<file path="src/inc/urb_cfg.svh">
// urb_cfg.svh: register offsets, field positions and reset values of the receive buffer block
// assumes: included by bare name, definitions only
`ifndef URB_CFG_SVH
`define URB_CFG_SVH
// register byte offsets on the APB
`define URB_OFS_STATUS   12'h000
`define URB_OFS_CTRL_B   12'h004
`define URB_OFS_CTRL_C   12'h008
`define URB_OFS_DATA     12'h00C
// status register fields
`define URB_ST_RXC       7
`define URB_ST_FE        4
`define URB_ST_DOR       3
`define URB_ST_UPE       2
// control register b fields
`define URB_CB_RECEIVE_COMPLETE_IRQ_ENABLE     7
`define URB_CB_RECEIVER_ENABLE      4
`define URB_CB_SIZE2     2
`define URB_CB_RX9       1
`define URB_CB_TX9       0
// control register c fields
`define URB_CC_PEN       5
`define URB_CC_PODD      4
`define URB_CC_STOP2     3
`define URB_CC_SIZE_HI   2
`define URB_CC_SIZE_LO   1
// reset values, buffer depth and nine-bit size code
`define URB_RST_CTRL_B   8'h00
`define URB_RST_CTRL_C   8'h06
`define URB_BUF_DEPTH    2
`define URB_SIZE_NINE    3'h7
// character size codes below eight bits
`define URB_SIZE_FIVE    3'h0
`define URB_SIZE_SIX     3'h1
`define URB_SIZE_SEVEN   3'h2
`endif

</file>
<file path="src/inc/urb_pkg.sv">
// urb_pkg.sv: types shared by the receive buffer block
// assumes: urb_cfg.svh is on the include path
package urb_pkg;
  // one buffered frame: ninth bit, error flags and data
  typedef struct packed {
    logic       fe;
    logic       data_overrun_flag;
    logic       parity_error_flag;
    logic       bit9;
    logic [7:0] data;
  } urb_entry_t;
  typedef enum logic [1:0] {
    URB_EMPTY = 2'b00,
    URB_ONE   = 2'b01,
    URB_TWO   = 2'b11
  } urb_fill_t;
endpackage : urb_pkg

</file>
<file path="src/hdl/urb_rx_buffer.sv">
// urb_rx_buffer.sv: receive buffer, status flags and APB register slave
// assumes: a bit-sampling front end on i_clk delivers frame strobes; APB master on i_clk
// Notes on behaviour
// - nine-bit mode keeps ninth bit with entry
// - receive-complete high while unread entry exists
// - disabling receiver empties the buffer
// - interrupt request is a level while flagged
// - only data reads and disabling the receiver clear receive-complete
// - error flags stored per entry, oldest shown
// - status writes never alter error flags
// - error flags raise no interrupt
// - frame error set when stop bit zero
// - only first stop bit is checked
// - two entries; overrun on full plus parked frame plus start
// - overrun kept until next frame stored
// - parity flag zero when checking disabled
// - parity checked when enable bit set
// - parity flag captured at frame arrival
// - disable is immediate, pin released
// - frame stored after first stop bit
// - unused upper data bits read zero
`timescale 1ns/10ps
`include "urb_cfg.svh"
module urb_rx_buffer (
  input  wire logic        i_clk,
  input  wire logic        i_sys_rst,
  // apb slave
  input  wire logic        i_psel,
  input  wire logic        i_penable,
  input  wire logic        i_pwrite,
  input  wire logic [11:0] i_paddr,
  input  wire logic [31:0] i_pwdata,
  input  wire logic [3:0]  i_pstrb,
  output logic [31:0]      o_prdata,
  output logic             o_pready,
  output logic             o_pslverr,
  // front end
  input  wire logic        i_frame_done,
  input  wire logic [7:0]  i_frame_data,
  input  wire logic        i_frame_bit9,
  input  wire logic        i_frame_stop1,
  input  wire logic        i_frame_parity,
  input  wire logic        i_start_det,
  // to front end and pin mux
  output logic             o_rx_enable,
  output logic             o_rx_abort,
  output logic [2:0]       o_char_size,
  output logic             o_two_stop,
  output logic             o_tx_bit9,
  output logic             o_rx_irq
);
  import urb_pkg::*;

  // ----------------------------------------------------------------
  // bus decode
  // ----------------------------------------------------------------
  function automatic logic hit(input logic [11:0] a, input logic [11:0] ofs);
    hit = (a == ofs);
  endfunction : hit

  logic acc;
  logic wr;
  logic rd;
  logic mapped;
  assign acc    = i_psel && i_penable;
  assign wr     = acc && i_pwrite && i_pstrb[0];
  assign rd     = acc && !i_pwrite;
  assign mapped = hit(i_paddr, `URB_OFS_STATUS) || hit(i_paddr, `URB_OFS_CTRL_B) ||
                  hit(i_paddr, `URB_OFS_CTRL_C) || hit(i_paddr, `URB_OFS_DATA);
  assign o_pready  = 1'b1;
  assign o_pslverr = acc && !mapped;

  // ----------------------------------------------------------------
  // control registers
  // ----------------------------------------------------------------
  logic [7:0] ctrl_b_q;
  logic [7:0] ctrl_c_q;
  always_ff @(posedge i_clk) begin
    if (i_sys_rst) begin
      ctrl_b_q <= `URB_RST_CTRL_B;
    end else if (wr && hit(i_paddr, `URB_OFS_CTRL_B)) begin
      // the ninth received bit is buffer state, not writable
      ctrl_b_q <= i_pwdata[7:0];
    end
  end
  always_ff @(posedge i_clk) begin
    if (i_sys_rst) begin
      ctrl_c_q <= `URB_RST_CTRL_C;
    end else if (wr && hit(i_paddr, `URB_OFS_CTRL_C)) begin
      ctrl_c_q <= i_pwdata[7:0];
    end
  end

  logic       rx_en;
  logic       par_en;
  logic [2:0] size;
  assign rx_en  = ctrl_b_q[`URB_CB_RECEIVER_ENABLE];
  assign par_en = ctrl_c_q[`URB_CC_PEN];
  assign size   = {ctrl_b_q[`URB_CB_SIZE2], ctrl_c_q[`URB_CC_SIZE_HI], ctrl_c_q[`URB_CC_SIZE_LO]};
  assign o_rx_enable = rx_en;
  assign o_rx_abort  = !rx_en;
  assign o_char_size = size;
  assign o_two_stop  = ctrl_c_q[`URB_CC_STOP2];
  assign o_tx_bit9   = ctrl_b_q[`URB_CB_TX9];

  // ----------------------------------------------------------------
  // frame capture
  // ----------------------------------------------------------------
  logic par_bad;
  urb_parity u_parity (
    .i_data    (i_frame_data),
    .i_bit9    (i_frame_bit9),
    .i_size    (size),
    .i_par_bit (i_frame_parity),
    .i_odd     (ctrl_c_q[`URB_CC_PODD]),
    .o_err     (par_bad)
  );

  urb_fill_t fill_q;
  logic      wptr_q;
  logic      rptr_q;
  logic      pend_q;      // frame waiting in the shift register
  urb_entry_t pend_ent_q;
  logic      lost_q;      // a frame was lost before the next stored one
  logic      full;
  logic      pop;
  logic      push;
  urb_entry_t new_ent;

  assign full = (fill_q == URB_TWO);
  assign pop  = rd && hit(i_paddr, `URB_OFS_DATA) && fill_q != URB_EMPTY;

  always_comb begin
    new_ent.fe   = !i_frame_stop1;
    new_ent.data_overrun_flag  = 1'b0;
    new_ent.parity_error_flag  = par_en && par_bad;
    new_ent.bit9 = (size == `URB_SIZE_NINE) ? i_frame_bit9 : 1'b0;
    new_ent.data = i_frame_data;
    case (size)
      `URB_SIZE_FIVE:  new_ent.data = {3'h0, i_frame_data[4:0]};
      `URB_SIZE_SIX:   new_ent.data = {2'h0, i_frame_data[5:0]};
      `URB_SIZE_SEVEN: new_ent.data = {1'b0, i_frame_data[6:0]};
      default: new_ent.data = i_frame_data;
    endcase
  end

  // a completed frame parks in the shift register while the buffer is full
  always_ff @(posedge i_clk) begin
    if (i_sys_rst || !rx_en) begin
      pend_q <= 1'b0;
    end else if (i_frame_done && rx_en && ((full && !pop) || pend_q)) begin
      // a frame finishing while the parked one moves on takes its place
      pend_q <= 1'b1;
    end else if (push) begin
      pend_q <= 1'b0;
    end
  end
  always_ff @(posedge i_clk) begin
    if (i_sys_rst) begin
      pend_ent_q <= '0;
    end else if (i_frame_done && !(pend_q && i_start_det)) begin
      pend_ent_q <= new_ent;
    end
  end

  // the overrun start pulse holds back the waiting frame; the next finished frame overwrites it
  logic overrun;
  assign overrun = rx_en && full && pend_q && i_start_det && !pop;

  always_ff @(posedge i_clk) begin
    if (i_sys_rst || !rx_en) begin
      lost_q <= 1'b0;
    end else if (overrun) begin
      lost_q <= 1'b1;
    end else if (push) begin
      lost_q <= 1'b0;
    end
  end

  logic       push_pend;
  urb_entry_t push_ent;
  assign push_pend = pend_q && (!full || pop) && !overrun;
  assign push      = rx_en && (push_pend || (i_frame_done && !pend_q && (!full || pop)));
  always_comb begin
    push_ent     = push_pend ? pend_ent_q : new_ent;
    push_ent.data_overrun_flag = lost_q || overrun;
  end

  // ----------------------------------------------------------------
  // buffer pointers and fill level
  // ----------------------------------------------------------------
  always_ff @(posedge i_clk) begin
    if (i_sys_rst || !rx_en) begin
      fill_q <= URB_EMPTY;
    end else begin
      case (fill_q)
        URB_EMPTY: fill_q <= push ? URB_ONE : URB_EMPTY;
        URB_ONE:   fill_q <= (push && !pop) ? URB_TWO : ((pop && !push) ? URB_EMPTY : URB_ONE);
        URB_TWO:   fill_q <= (pop && !push) ? URB_ONE : URB_TWO;
        default:   fill_q <= URB_EMPTY;
      endcase
    end
  end
  always_ff @(posedge i_clk) begin
    if (i_sys_rst || !rx_en) begin
      wptr_q <= 1'b0;
    end else if (push) begin
      wptr_q <= !wptr_q;
    end
  end
  always_ff @(posedge i_clk) begin
    if (i_sys_rst || !rx_en) begin
      rptr_q <= 1'b0;
    end else if (pop) begin
      rptr_q <= !rptr_q;
    end
  end

  urb_entry_t head;
  urb_mem u_mem (
    .i_clk   (i_clk),
    .i_we    (push),
    .i_waddr (wptr_q),
    .i_wdata (push_ent),
    .i_raddr (pop ? !rptr_q : rptr_q),
    .o_rdata (head)
  );

  logic receive_complete_flag;
  assign receive_complete_flag      = (fill_q != URB_EMPTY);
  assign o_rx_irq = receive_complete_flag && ctrl_b_q[`URB_CB_RECEIVE_COMPLETE_IRQ_ENABLE];

  // ----------------------------------------------------------------
  // read data
  // ----------------------------------------------------------------
  logic [7:0] status_v;
  logic [7:0] ctrl_b_v;
  always_comb begin
    status_v                = 8'h00;
    status_v[`URB_ST_RXC]   = receive_complete_flag;
    status_v[`URB_ST_FE]    = receive_complete_flag && head.fe;
    status_v[`URB_ST_DOR]   = receive_complete_flag && head.data_overrun_flag;
    status_v[`URB_ST_UPE]   = receive_complete_flag && head.parity_error_flag;
    ctrl_b_v                = ctrl_b_q;
    ctrl_b_v[`URB_CB_RX9]   = receive_complete_flag && head.bit9;
  end

  always_ff @(posedge i_clk) begin
    if (i_sys_rst) begin
      o_prdata <= 32'h0000_0000;
    end else if (i_psel && !i_penable && !i_pwrite) begin
      // status writes are ignored, so the error flags stay buffer state
      case (1'b1)
        hit(i_paddr, `URB_OFS_STATUS): o_prdata <= {24'h00_0000, status_v};
        hit(i_paddr, `URB_OFS_CTRL_B): o_prdata <= {24'h00_0000, ctrl_b_v};
        hit(i_paddr, `URB_OFS_CTRL_C): o_prdata <= {24'h00_0000, ctrl_c_q};
        hit(i_paddr, `URB_OFS_DATA):   o_prdata <= {24'h00_0000, receive_complete_flag ? head.data : 8'h00};
        default:                       o_prdata <= 32'h0000_0000;
      endcase
    end
  end

  // ----------------------------------------------------------------
  // checks
  // ----------------------------------------------------------------
  a_rxc_level: assert property (@(posedge i_clk) disable iff (i_sys_rst)
    status_v[`URB_ST_RXC] == (fill_q != URB_EMPTY)) else $error("rxc does not follow fill");
  a_flush_off: assert property (@(posedge i_clk) disable iff (i_sys_rst)
    $fell(rx_en) |=> fill_q == URB_EMPTY && !pend_q) else $error("disable did not flush");
  a_irq_level: assert property (@(posedge i_clk) disable iff (i_sys_rst)
    o_rx_irq == (receive_complete_flag && ctrl_b_q[`URB_CB_RECEIVE_COMPLETE_IRQ_ENABLE])) else $error("irq not level of rxc");
  a_rxc_hold: assert property (@(posedge i_clk) disable iff (i_sys_rst)
    receive_complete_flag && !pop && rx_en |=> receive_complete_flag) else $error("rxc cleared without read");
  a_no_err_irq: assert property (@(posedge i_clk) disable iff (i_sys_rst)
    !receive_complete_flag |-> !o_rx_irq) else $error("irq without data");
  a_upe_off: assert property (@(posedge i_clk) disable iff (i_sys_rst)
    push && !push_pend && !par_en |-> !push_ent.parity_error_flag) else $error("parity flag while disabled");
  a_overrun_hold: assert property (@(posedge i_clk) disable iff (i_sys_rst)
    overrun |=> lost_q) else $error("overrun not recorded");
  a_dor_clear: assert property (@(posedge i_clk) disable iff (i_sys_rst)
    push && !overrun |=> !lost_q) else $error("overrun not cleared by store");
  a_fill_bound: assert property (@(posedge i_clk) disable iff (i_sys_rst)
    full && !pop |-> !push) else $error("write into full buffer");
  a_fe_stop: assert property (@(posedge i_clk) disable iff (i_sys_rst)
    i_frame_done |-> new_ent.fe == !i_frame_stop1) else $error("frame error mismatch");

  // ----------------------------------------------------------------
  // checks: fill level, flush and interrupt
  // ----------------------------------------------------------------
  a_rxc_push: assert property (@(posedge i_clk) disable iff (i_sys_rst)
    push |=> receive_complete_flag) else $error("stored frame not flagged");
  a_rxc_drain: assert property (@(posedge i_clk) disable iff (i_sys_rst)
    fill_q == URB_ONE && pop && !push |=> !receive_complete_flag) else $error("flag kept after last read");
  a_flush_state: assert property (@(posedge i_clk) disable iff (i_sys_rst)
    !rx_en |=> fill_q == URB_EMPTY && !pend_q && !lost_q) else $error("disabled receiver kept data");
  a_irq_gate: assert property (@(posedge i_clk) disable iff (i_sys_rst)
    !ctrl_b_q[`URB_CB_RECEIVE_COMPLETE_IRQ_ENABLE] |-> !o_rx_irq) else $error("irq while masked");
  a_irq_stay: assert property (@(posedge i_clk) disable iff (i_sys_rst)
    o_rx_irq && !pop && rx_en |=> receive_complete_flag) else $error("irq source vanished without read");
  a_pop_nonempty: assert property (@(posedge i_clk) disable iff (i_sys_rst)
    pop |-> receive_complete_flag) else $error("read advanced an empty buffer");
  a_no_push_off: assert property (@(posedge i_clk) disable iff (i_sys_rst)
    !rx_en |-> !push) else $error("store while disabled");
  a_abort_pair: assert property (@(posedge i_clk) disable iff (i_sys_rst)
    o_rx_abort != o_rx_enable) else $error("abort and enable agree");
  // pointers agree with the fill level, so a stale head can never be shown
  a_ptr_level: assert property (@(posedge i_clk) disable iff (i_sys_rst)
    (fill_q == URB_ONE) == (wptr_q != rptr_q)) else $error("pointers disagree with fill");
  a_status_ro: assert property (@(posedge i_clk) disable iff (i_sys_rst)
    wr && hit(i_paddr, `URB_OFS_STATUS) && rx_en && !push && !overrun |=> $stable(fill_q) && $stable(lost_q))
    else $error("status write changed buffer state");

  // ----------------------------------------------------------------
  // checks: capture, masking and overrun
  // ----------------------------------------------------------------
  a_bit9_mask: assert property (@(posedge i_clk) disable iff (i_sys_rst)
    push && !push_pend && size != `URB_SIZE_NINE |-> !push_ent.bit9) else $error("ninth bit outside nine-bit mode");
  a_data_seven: assert property (@(posedge i_clk) disable iff (i_sys_rst)
    push && !push_pend && size == `URB_SIZE_SEVEN |-> !push_ent.data[7]) else $error("seven-bit data not masked");
  a_data_five: assert property (@(posedge i_clk) disable iff (i_sys_rst)
    push && !push_pend && size == `URB_SIZE_FIVE |-> push_ent.data[7:5] == 3'h0) else $error("five-bit data not masked");
  a_fe_entry: assert property (@(posedge i_clk) disable iff (i_sys_rst)
    push && !push_pend |-> push_ent.fe == !i_frame_stop1) else $error("stored frame error wrong");
  a_upe_keep: assert property (@(posedge i_clk) disable iff (i_sys_rst)
    push && !push_pend && par_en |-> push_ent.parity_error_flag == par_bad) else $error("stored parity error wrong");
  a_overrun_drop: assert property (@(posedge i_clk) disable iff (i_sys_rst)
    overrun |-> !push) else $error("lost frame was stored");
  a_dor_set: assert property (@(posedge i_clk) disable iff (i_sys_rst)
    push && lost_q |-> push_ent.data_overrun_flag) else $error("loss not carried to next entry");
  a_dor_fresh: assert property (@(posedge i_clk) disable iff (i_sys_rst)
    push && !lost_q && !overrun |-> !push_ent.data_overrun_flag) else $error("overrun on clean entry");
  // a frame finishing into a full buffer with no pop is parked
  a_pend_park: assert property (@(posedge i_clk) disable iff (i_sys_rst)
    i_frame_done && rx_en && full && !pop |=> pend_q) else $error("frame not parked when full");
  a_pend_move: assert property (@(posedge i_clk) disable iff (i_sys_rst)
    push_pend && !i_frame_done |=> !pend_q) else $error("parked frame not released");
  a_rx9_head: assert property (@(posedge i_clk) disable iff (i_sys_rst)
    !receive_complete_flag |-> !ctrl_b_v[`URB_CB_RX9]) else $error("ninth bit shown from empty buffer");
endmodule : urb_rx_buffer

</file>
<file path="src/hdl/urb_parity.sv">
// urb_parity.sv: parity check of one received frame
// assumes: inputs stable in the cycle of the frame strobe
`timescale 1ns/10ps
`include "urb_cfg.svh"
module urb_parity (
  input  wire logic [7:0] i_data,
  input  wire logic       i_bit9,
  input  wire logic [2:0] i_size,
  input  wire logic       i_par_bit,
  input  wire logic       i_odd,
  output logic            o_err
);
  logic [8:0] bits;
  always_comb begin
    bits = {i_bit9, i_data};
    // only the bits of the configured character size count
    case (i_size)
      `URB_SIZE_FIVE:  bits = {4'h0, i_data[4:0]};
      `URB_SIZE_SIX:   bits = {3'h0, i_data[5:0]};
      `URB_SIZE_SEVEN: bits = {2'h0, i_data[6:0]};
      3'h3:    bits = {1'b0, i_data};
      default: bits = {i_bit9, i_data};
    endcase
    o_err = (^bits) ^ i_par_bit ^ i_odd;
  end
endmodule : urb_parity

</file>
<file path="src/hdl/urb_mem.sv">
// urb_mem.sv: two-entry store for buffered frames, registered read data
// assumes: writer and reader never address beyond the depth
`timescale 1ns/10ps
`include "urb_cfg.svh"
module urb_mem (
  input  wire logic                i_clk,
  input  wire logic                i_we,
  input  wire logic                i_waddr,
  input  wire urb_pkg::urb_entry_t i_wdata,
  input  wire logic                i_raddr,
  output urb_pkg::urb_entry_t      o_rdata
);
  import urb_pkg::*;

  urb_entry_t mem_q [`URB_BUF_DEPTH];
  always_ff @(posedge i_clk) begin
    if (i_we) begin
      mem_q[i_waddr] <= i_wdata;
    end
  end
  always_ff @(posedge i_clk) begin
    o_rdata <= (i_we && i_waddr == i_raddr) ? i_wdata : mem_q[i_raddr];
  end
endmodule : urb_mem

</file>
<file path="config.mk">
export PLATFORM = sky130hd
export DESIGN_NAME = urb_rx_buffer
export DESIGN_NICKNAME = d
export VERILOG_FILES = /design/src/inc/urb_pkg.sv /design/src/hdl/urb_rx_buffer.sv /design/src/hdl/urb_parity.sv /design/src/hdl/urb_mem.sv
export VERILOG_INCLUDE_DIRS = /design/src /design/src/inc
export SDC_FILE = /design/constraint.sdc
export NUM_CORES = 1
export LEC_CHECK = 0
export BUFFER_PORTS_ARGS = -buffer_cell sky130_fd_sc_hd__buf_2
export CAP_MARGIN = 25
export CELL_PAD_IN_SITES_DETAIL_PLACEMENT = 1
export CELL_PAD_IN_SITES_GLOBAL_PLACEMENT = 2
export CORE_ASPECT_RATIO = 0.6
export CORE_MARGIN = 3
export CORE_UTILIZATION = 33
export DETAILED_ROUTE_END_ITERATION = 8
export PLACE_DENSITY_LB_ADDON = 0.3
export SLEW_MARGIN = 20
export SYNTH_ARGS = -nofsm -noshare
export SYNTH_HDL_FRONTEND = slang
export SYNTH_SLANG_ARGS = --single-unit
</file>
<file path="constraint.sdc">
create_clock -name i_clk -period 5.1 [get_ports i_clk]
set_clock_uncertainty 0.05 [all_clocks]
set_input_delay 0.51 -clock i_clk [delete_from_list [all_inputs] [get_ports i_clk]]
set_output_delay 0.51 -clock i_clk [all_outputs]
set_load 0.05 [all_outputs]
</file>
==> flow_metrics.py, run 1 <==
metrics = {
    "setup_path": {
        "r2r_end": "u_mem.mem_q[0][2]",
        "cp_data_arrival_time_ns": 2.51,
        "ff2ff_setup_slack_ns": 2.51,
        "crit_required_ns": 5.02,
        "reg2reg_depth": 5,
        "slowest_stage": "dfxtp_1",
        "cp_cell_sequence": "o211a_1 > nand4_1 > o311a_4 > or3_1 > inv_1",
        "worst-setup-path-type": "reg2reg",
        "worstSetupStartpointType": "register",
        "cp_max_fo": 12,
        "critPathMaxStageDelay_ns": 0.46,
        "critPathCaptureType": "register",
        "r2r_start": "fill_q[1]",
    },
    "global_routing": {
        "met3_usage": 0.06228,
        "gr-usage-met1": 0.2322,
        "grt_pass1_wl_mm": 14.05,
        "top_usage_layer": "met1",
        "grt_overflow": 0,
        "track_usage": 0.1629,
        "grt_pass1_vias": 2509,
        "grt_max_degree": 37,
        "grt_util_met2": 0.2313,
        "antenna_found_initial": 0,
    },
    "detailed_routing": {
        "drtIter0Drc": 104,
        "wl_per_cell_um": 17.72,
        "vias": 2475,
        "ant_nets": 0,
        "drtPass1Iterations": 4,
        "drc": 0,
        "via_per_inst": 4.872,
        "wirelength_mm": 9.004,
    },
    "sta": {
        "fin_crit_sh": 0.5073,
        "maxSlewViolCount": 0,
        "fmax_ghz": 0.3865,
        "period_minus_slack_ns": 2.587,
        "slew_headroom": 0.4493,
        "hold_viol_final": 0,
        "tightest_slew_ns": 0.8239,
        "layout_setup_ws_ns": 2.513,
        "setup_viol": 0,
        "rsz0062_at_grt": "false",
        "setup_tns_ns": 0,
    },
    "layout": {
        "drive_above_1_share": 0.2566,
        "layout.cells.non_filler": 508,
        "final_common_cell": "buf_2",
        "fillers": 1090,
        "fin_area_sq_mm": 0.003994,
        "nets": 439,
        "layout.area.seq_sq_mm": 0.001541,
        "layout_common_cells": "buf_2 (55), dfxtp_1 (41), nor2_1 (29)",
        "syn2layout_area_growth_pct": 18.71,
        "multiInputGateArea_sq_mm": 0.001635,
        "antenna_cells": 0,
    },
    "min_path": {
        "worstHoldStart": "i_frame_stop1",
        "hold_depth": 2,
        "worstHoldPathType": "in2reg",
        "hold_end": "pend_ent_q[11]",
    },
    "placement": {
        "place.gp.congestion": 0.7734,
        "io_buffer_count": 55,
        "placed_cells": 492,
        "postPlaceCellArea_sq_mm": 0.003660,
        "post-dp-hpwl_mm": 6.696,
        "pre_cts_ws_ns": 2.222,
    },
    "job": {
        "maxCapViolations": 0,
    },
    "clock_network": {
        "hold_buffers": 0,
        "root_buffer": "clkbuf_16",
        "postCtsSetupRepairBufs": 0,
        "cts_inserted_buffers": 9,
        "cts_num_sinks": 65,
        "htree_levels": 3,
        "post_cts_resize_count": 0,
        "path_clk_slew_ns": 0.05,
        "clockBufferDepth": 2,
        "cts_tree": "yes",
        "clk_latency_ns": 0.34,
    },
    "floorplanning": {
        "die_x_um": 136.4,
        "core_area_sq_mm": 0.009527,
        "start_util": 0.3532,
        "io_pins": 108,
        "dieArea_sq_mm": 0.01148,
        "die_height_um": 84.21,
        "num_rows": 27,
    },
    "yosys": {
        "syn_inst": 318,
        "muxShareOfSynthArea": 0.1231,
        "synth-edff-count": 24,
        "synth_area_leaders": "dfxtp_1 (24%), edfxtp_1 (21%), mux2i_1 (6.8%), buf_4 (6.2%), nor2_1 (3.2%)",
        "synth_area_sq_mm": 0.003364,
        "yosysUniqueCellTypes": 53,
        "synthSimpleGateAreaFrac": 0.1573,
        "synth_top_family_by_area": "simple AND/OR/NAND/NOR gates",
        "synth-warning-count": 0,
        "synthAdderAreaFrac": 0,
        "yosysTopAreaCell": "dfxtp_1",
        "ys.flop_type": "dfxtp_1",
        "async_flop_share": 0,
        "synth-seq-area-share": 0.4582,
        "ys_ff_latch": 65,
        "synth_top_area_frac": 0.2440,
        "avgSynthCellArea_sq_um": 10.58,
        "synthXorXnorAreaFrac": 0.05206,
        "synth_compound_area_frac": 0.1257,
    },
    "power_and_ir_drop": {
        "power.total_mw": 1.364,
        "ir_drop_mv": 0.1551,
        "p_per_area_mw_per_mm2": 341.5,
        "leakagePower_nw": 1.504,
    },
    "run_status": {
        "outcome": "completed",
    },
}
-- cell usage after synthesis, types with 3 or more instances --
library cell,instances
a211oi_1,5
a21oi_1,17
a22oi_1,4
a32oi_1,5
and2_1,6
buf_2,3
buf_4,28
clkbuf_1,5
dfxtp_1,41
edfxtp_1,24
inv_1,4
mux2_2,7
mux2_4,7
mux2i_1,23
nand2_1,25
nand3_1,5
nor2_1,29
nor2b_1,6
nor3b_1,4
o21ai_0,10
o21bai_1,3
o2bb2ai_1,4
xnor2_1,11
-- worst max-delay path: cells and delay by family, from the launching register on --
| kind | cells | cell delay [ns] |
|---|---|---|
| flops | 1 | 0.46 |
| simple gates | 2 | 0.55 |
| compound gates | 2 | 0.74 |
| buf+inv | 1 | 0.41 |
-- logic make-up (layout without fill, tap and decap cells) --
kind of cell,count (synthesis),count (layout)
mux,37,37
xor+xnor,16,16
other cells,2,25
buf+inv,42,79
compound gates,60,60
simple gates,96,96
flops,65,65
-- routing by layer --
metal	part of all wire	wire, um	vias up
met5	0	0	-
met3	0.076	682	9
met2	0.42	3803	72
met4	0.011	101	0
li1	-	-	1205
met1	0.49	4416	1189
-- registers in the layout, summed over array words and instances, names as in the netlist, named ones only --
register / flops
lost_q: 1
rptr_q: 1
pend_ent_q: 11
ctrl_c_q: 8
wptr_q: 1
pend_q: 1
u_mem.mem_q: 24
fill_q: 2
ctrl_b_q: 7
o_prdata: 8
-- worst max-delay path by stage --
stage | from | to | slack (ns) | depth (start not counted)
6_report | fill_q[1] | u_mem.mem_q[0][2] | 2.51 | 5
3_3_place_gp | i_paddr[2] | ctrl_c_q[2] | 2.21 | 5
4_1_cts | fill_q[1] | u_mem.mem_q[0][2] | 2.51 | 5
3_5_place_dp | i_paddr[9] | u_mem.mem_q[0][1] | 2.22 | 6
2_1_floorplan | i_paddr[9] | u_mem.mem_q[1][0] | 2.31 | 4
5_1_grt | fill_q[1] | u_mem.mem_q[0][4] | 2.38 | 5
-- final cells by class --
type	instances	area share
Inverter	4	0.003759
Sequential cell	65	0.3860
Clock buffer	14	0.06861
Tap cell	130	0.04073
Clock inverter	2	0.01504
Multi-Input combinational cell	234	0.4095
Timing Repair Buffer	59	0.07644
-- per-stage QoR --
step | hold WS [ns] | utilization
global placement | 0.3924 | 0.3834
detailed placement | 0.4002 | 0.3842
floorplan | 0.3838 | -
CTS | 0.3189 | 0.4192
global route | 0.3200 | 0.4192
finish | 0.3243 | 0.4192
-- report_power, final --
part / total, mW / leakage (nW) / switching [mW] / internal [mW]
Clock: 0.691 / 0.163 / 0.222 / 0.468
Sequential: 0.544 / 0.549 / 0.00231 / 0.542
Combinational: 0.129 / 0.792 / 0.0916 / 0.0379
Total: 1.36 / 1.50 / 0.316 / 1.05
Power figures use the tool's default switching activity.
==> run 2, diff against run 1 <==
CORE_UTILIZATION = 28   (was 33)
clock period = 2.2 ns   (was 5.1 ns; I/O delays follow)
==> run 2 against run 1 <==
  * Critical path depth grew 1
  * Clock-buffer cell count shrank 2
  * Final cell count grew 9.6%
  * Critical path type unchanged
  * Wire length grew 3.2%
  * Highest routed layer unchanged
  * Non-clock buffer count grew 19
  * Sequential share of layout area shrank 1.1 points
  * Largest cell class unchanged
==> flow_metrics.py, run 2 (same netlist as run 1, synthesis figures left out) <==
metrics = {
    "power_and_ir_drop": {
        "leakagePower_nw": 1.569,
        "p_per_area_mw_per_mm2": 687.8,
        "ir_drop_mv": 0.3818,
    },
    "floorplanning": {
        "start_util": 0.2920,
        "num_rows": 30,
        "die_height_um": 90.91,
        "die_x_um": 147.5,
        "dieArea_sq_mm": 0.01341,
        "core_area_sq_mm": 0.01152,
        "io_pins": 108,
    },
    "global_routing": {
        "grt_max_degree": 21,
        "track_usage": 0.1398,
        "antenna_found_initial": 0,
        "grt_pass1_vias": 2544,
        "grt_pass1_wl_mm": 14.35,
        "grt_overflow": 0,
    },
    "placement": {
        "post-dp-hpwl_mm": 7.230,
        "place.gp.congestion": 0.8069,
        "pre_cts_ws_ns": 0.05508,
        "placed_cells": 541,
        "io_buffer_count": 55,
    },
    "layout": {
        "antenna_cells": 0,
        "top_register": "u_mem.mem_q",
        "fillers": 1326,
        "largest_register_ffs": 24,
        "syn2layout_area_growth_pct": 22.31,
        "final_common_cell": "buf_2",
        "layout.cells.non_filler": 557,
        "nets": 458,
        "drive_above_1_share": 0.2897,
        "largest_registers": "u_mem.mem_q: 24 flops, pend_ent_q: 11 flops",
        "layout_common_cells": "buf_2 (55), dfxtp_1 (41), nor2_1 (29)",
    },
    "detailed_routing": {
        "via_per_inst": 4.661,
        "wirelength_mm": 9.294,
        "drtIter0Drc": 99,
        "ant_nets": 0,
        "drtPass1Iterations": 4,
        "wl_per_cell_um": 16.69,
        "vias": 2596,
        "drc": 0,
    },
    "sta": {
        "tightest_slew_ns": 0.5622,
        "hold_viol_final": 0,
        "period_minus_slack_ns": 1.982,
        "slew_headroom": 0.6213,
        "setup_viol": 0,
        "layout_setup_ws_ns": 0.2177,
        "fmax_ghz": 0.5045,
        "fin_crit_sh": 0.9010,
        "maxSlewViolCount": 0,
        "setup_tns_ns": 0,
        "rsz0062_at_grt": "false",
        "hold_ws_ns": 0.04737,
    },
    "setup_path": {
        "cp-startpoint": "fill_q[0]",
        "cp_cell_sequence": "o211a_1 > nand4_1 > o311a_4 > or3_1 > inv_1 > buf_12",
        "worstSetupStartpointType": "register",
        "cp_max_fo": 12,
        "crit_required_ns": 2.19,
        "slowest_stage": "or3_1",
        "critPathMaxStageDelay_ns": 0.38,
        "critPathCaptureType": "register",
        "cp_data_arrival_time_ns": 1.97,
        "r2r_start": "fill_q[0]",
        "worst-setup-path-type": "reg2reg",
    },
    "clock_network": {
        "cts_num_sinks": 65,
        "htree_levels": 3,
        "post_cts_resize_count": 0,
        "path_clk_slew_ns": 0.06,
        "root_buffer": "clkbuf_16",
        "clockBufferDepth": 2,
        "clk_latency_ns": 0.33,
        "postCtsSetupRepairBufs": 0,
        "cts_tree": "yes",
        "hold_buffers": 0,
        "cts_inserted_buffers": 9,
    },
    "job": {
        "maxCapViolations": 0,
    },
    "min_path": {
        "worstHoldStart": "i_pwdata[1]",
        "worstHoldPathType": "in2reg",
    },
    "run_status": {
        "outcome": "completed",
    },
}
## run 2: cell types whose count changed in the layout (fill, tap and decap cells not counted), sizes merged
cell,delta
buf,+19
clkinv,+3
clkinvlp,+1
bufinv,-2
clkbuf,-2
## run 2: final timing paths
path | to | slack [ns] | cells past startpoint
max reg2reg | u_mem.mem_q[0][4] | 0.22 | 6
max | u_mem.mem_q[0][4] | 0.22 | 6
min reg2reg | o_prdata[1] | 0.40 | 2
min | ctrl_c_q[1] | 0.05 | 2
## run 2: routing by layer
| metal | vias up | global-route usage | part of all wire |
|---|---|---|---|
| li1 | 1246 | - | - |
| met1 | 1279 | 0.2105 | 0.52 |
| met2 | 66 | 0.1910 | 0.41 |
| met3 | 5 | 0.04363 | 0.061 |
| met4 | 0 | 0.03488 | 0.0052 |
| met5 | - | 0 | 0 |
## run 2: through the flow
step           total power [mW]  instance area, sq um    util
2_1_floorplan             1.532                  3456       -
3_3_place_gp              1.589                  3857  0.3347
3_5_place_dp              1.595                  3857  0.3347
4_1_cts                   2.880                  4115  0.3571
5_1_grt                   2.958                  4115  0.3571
6_report                  2.830                  4115  0.3571
## run 2: power breakdown
part / switching [mW] / internal [mW] / leakage, nW
combinational: 0.215 / 0.0940 / 0.896
sequential: 0.00551 / 1.26 / 0.549
clock: 0.506 / 0.755 / 0.124
total: 0.726 / 2.10 / 1.57
## run 2: area by class of cell
cell class / count / area [sq um] / share of cell area
clock buffers: 12 / 236.5 / 0.05746
repair buffers: 78 / 460.4 / 0.1119
clock inverters: 4 / 21.27 / 0.005169
well taps: 160 / 200.2 / 0.04865
inverters: 4 / 15.01 / 0.003649
multi-input cells: 234 / 1640 / 0.3986
flip-flops and latches: 65 / 1541 / 0.3746
## run 2: critical path: cells and delay by family (launching register included)
family                 cells  cell delay (ns)
AO/OA/AOI/OAI              2             0.55
buffers and inverters      2             0.25
flip-flops                 1             0.33
AND/OR/NAND/NOR            2             0.50
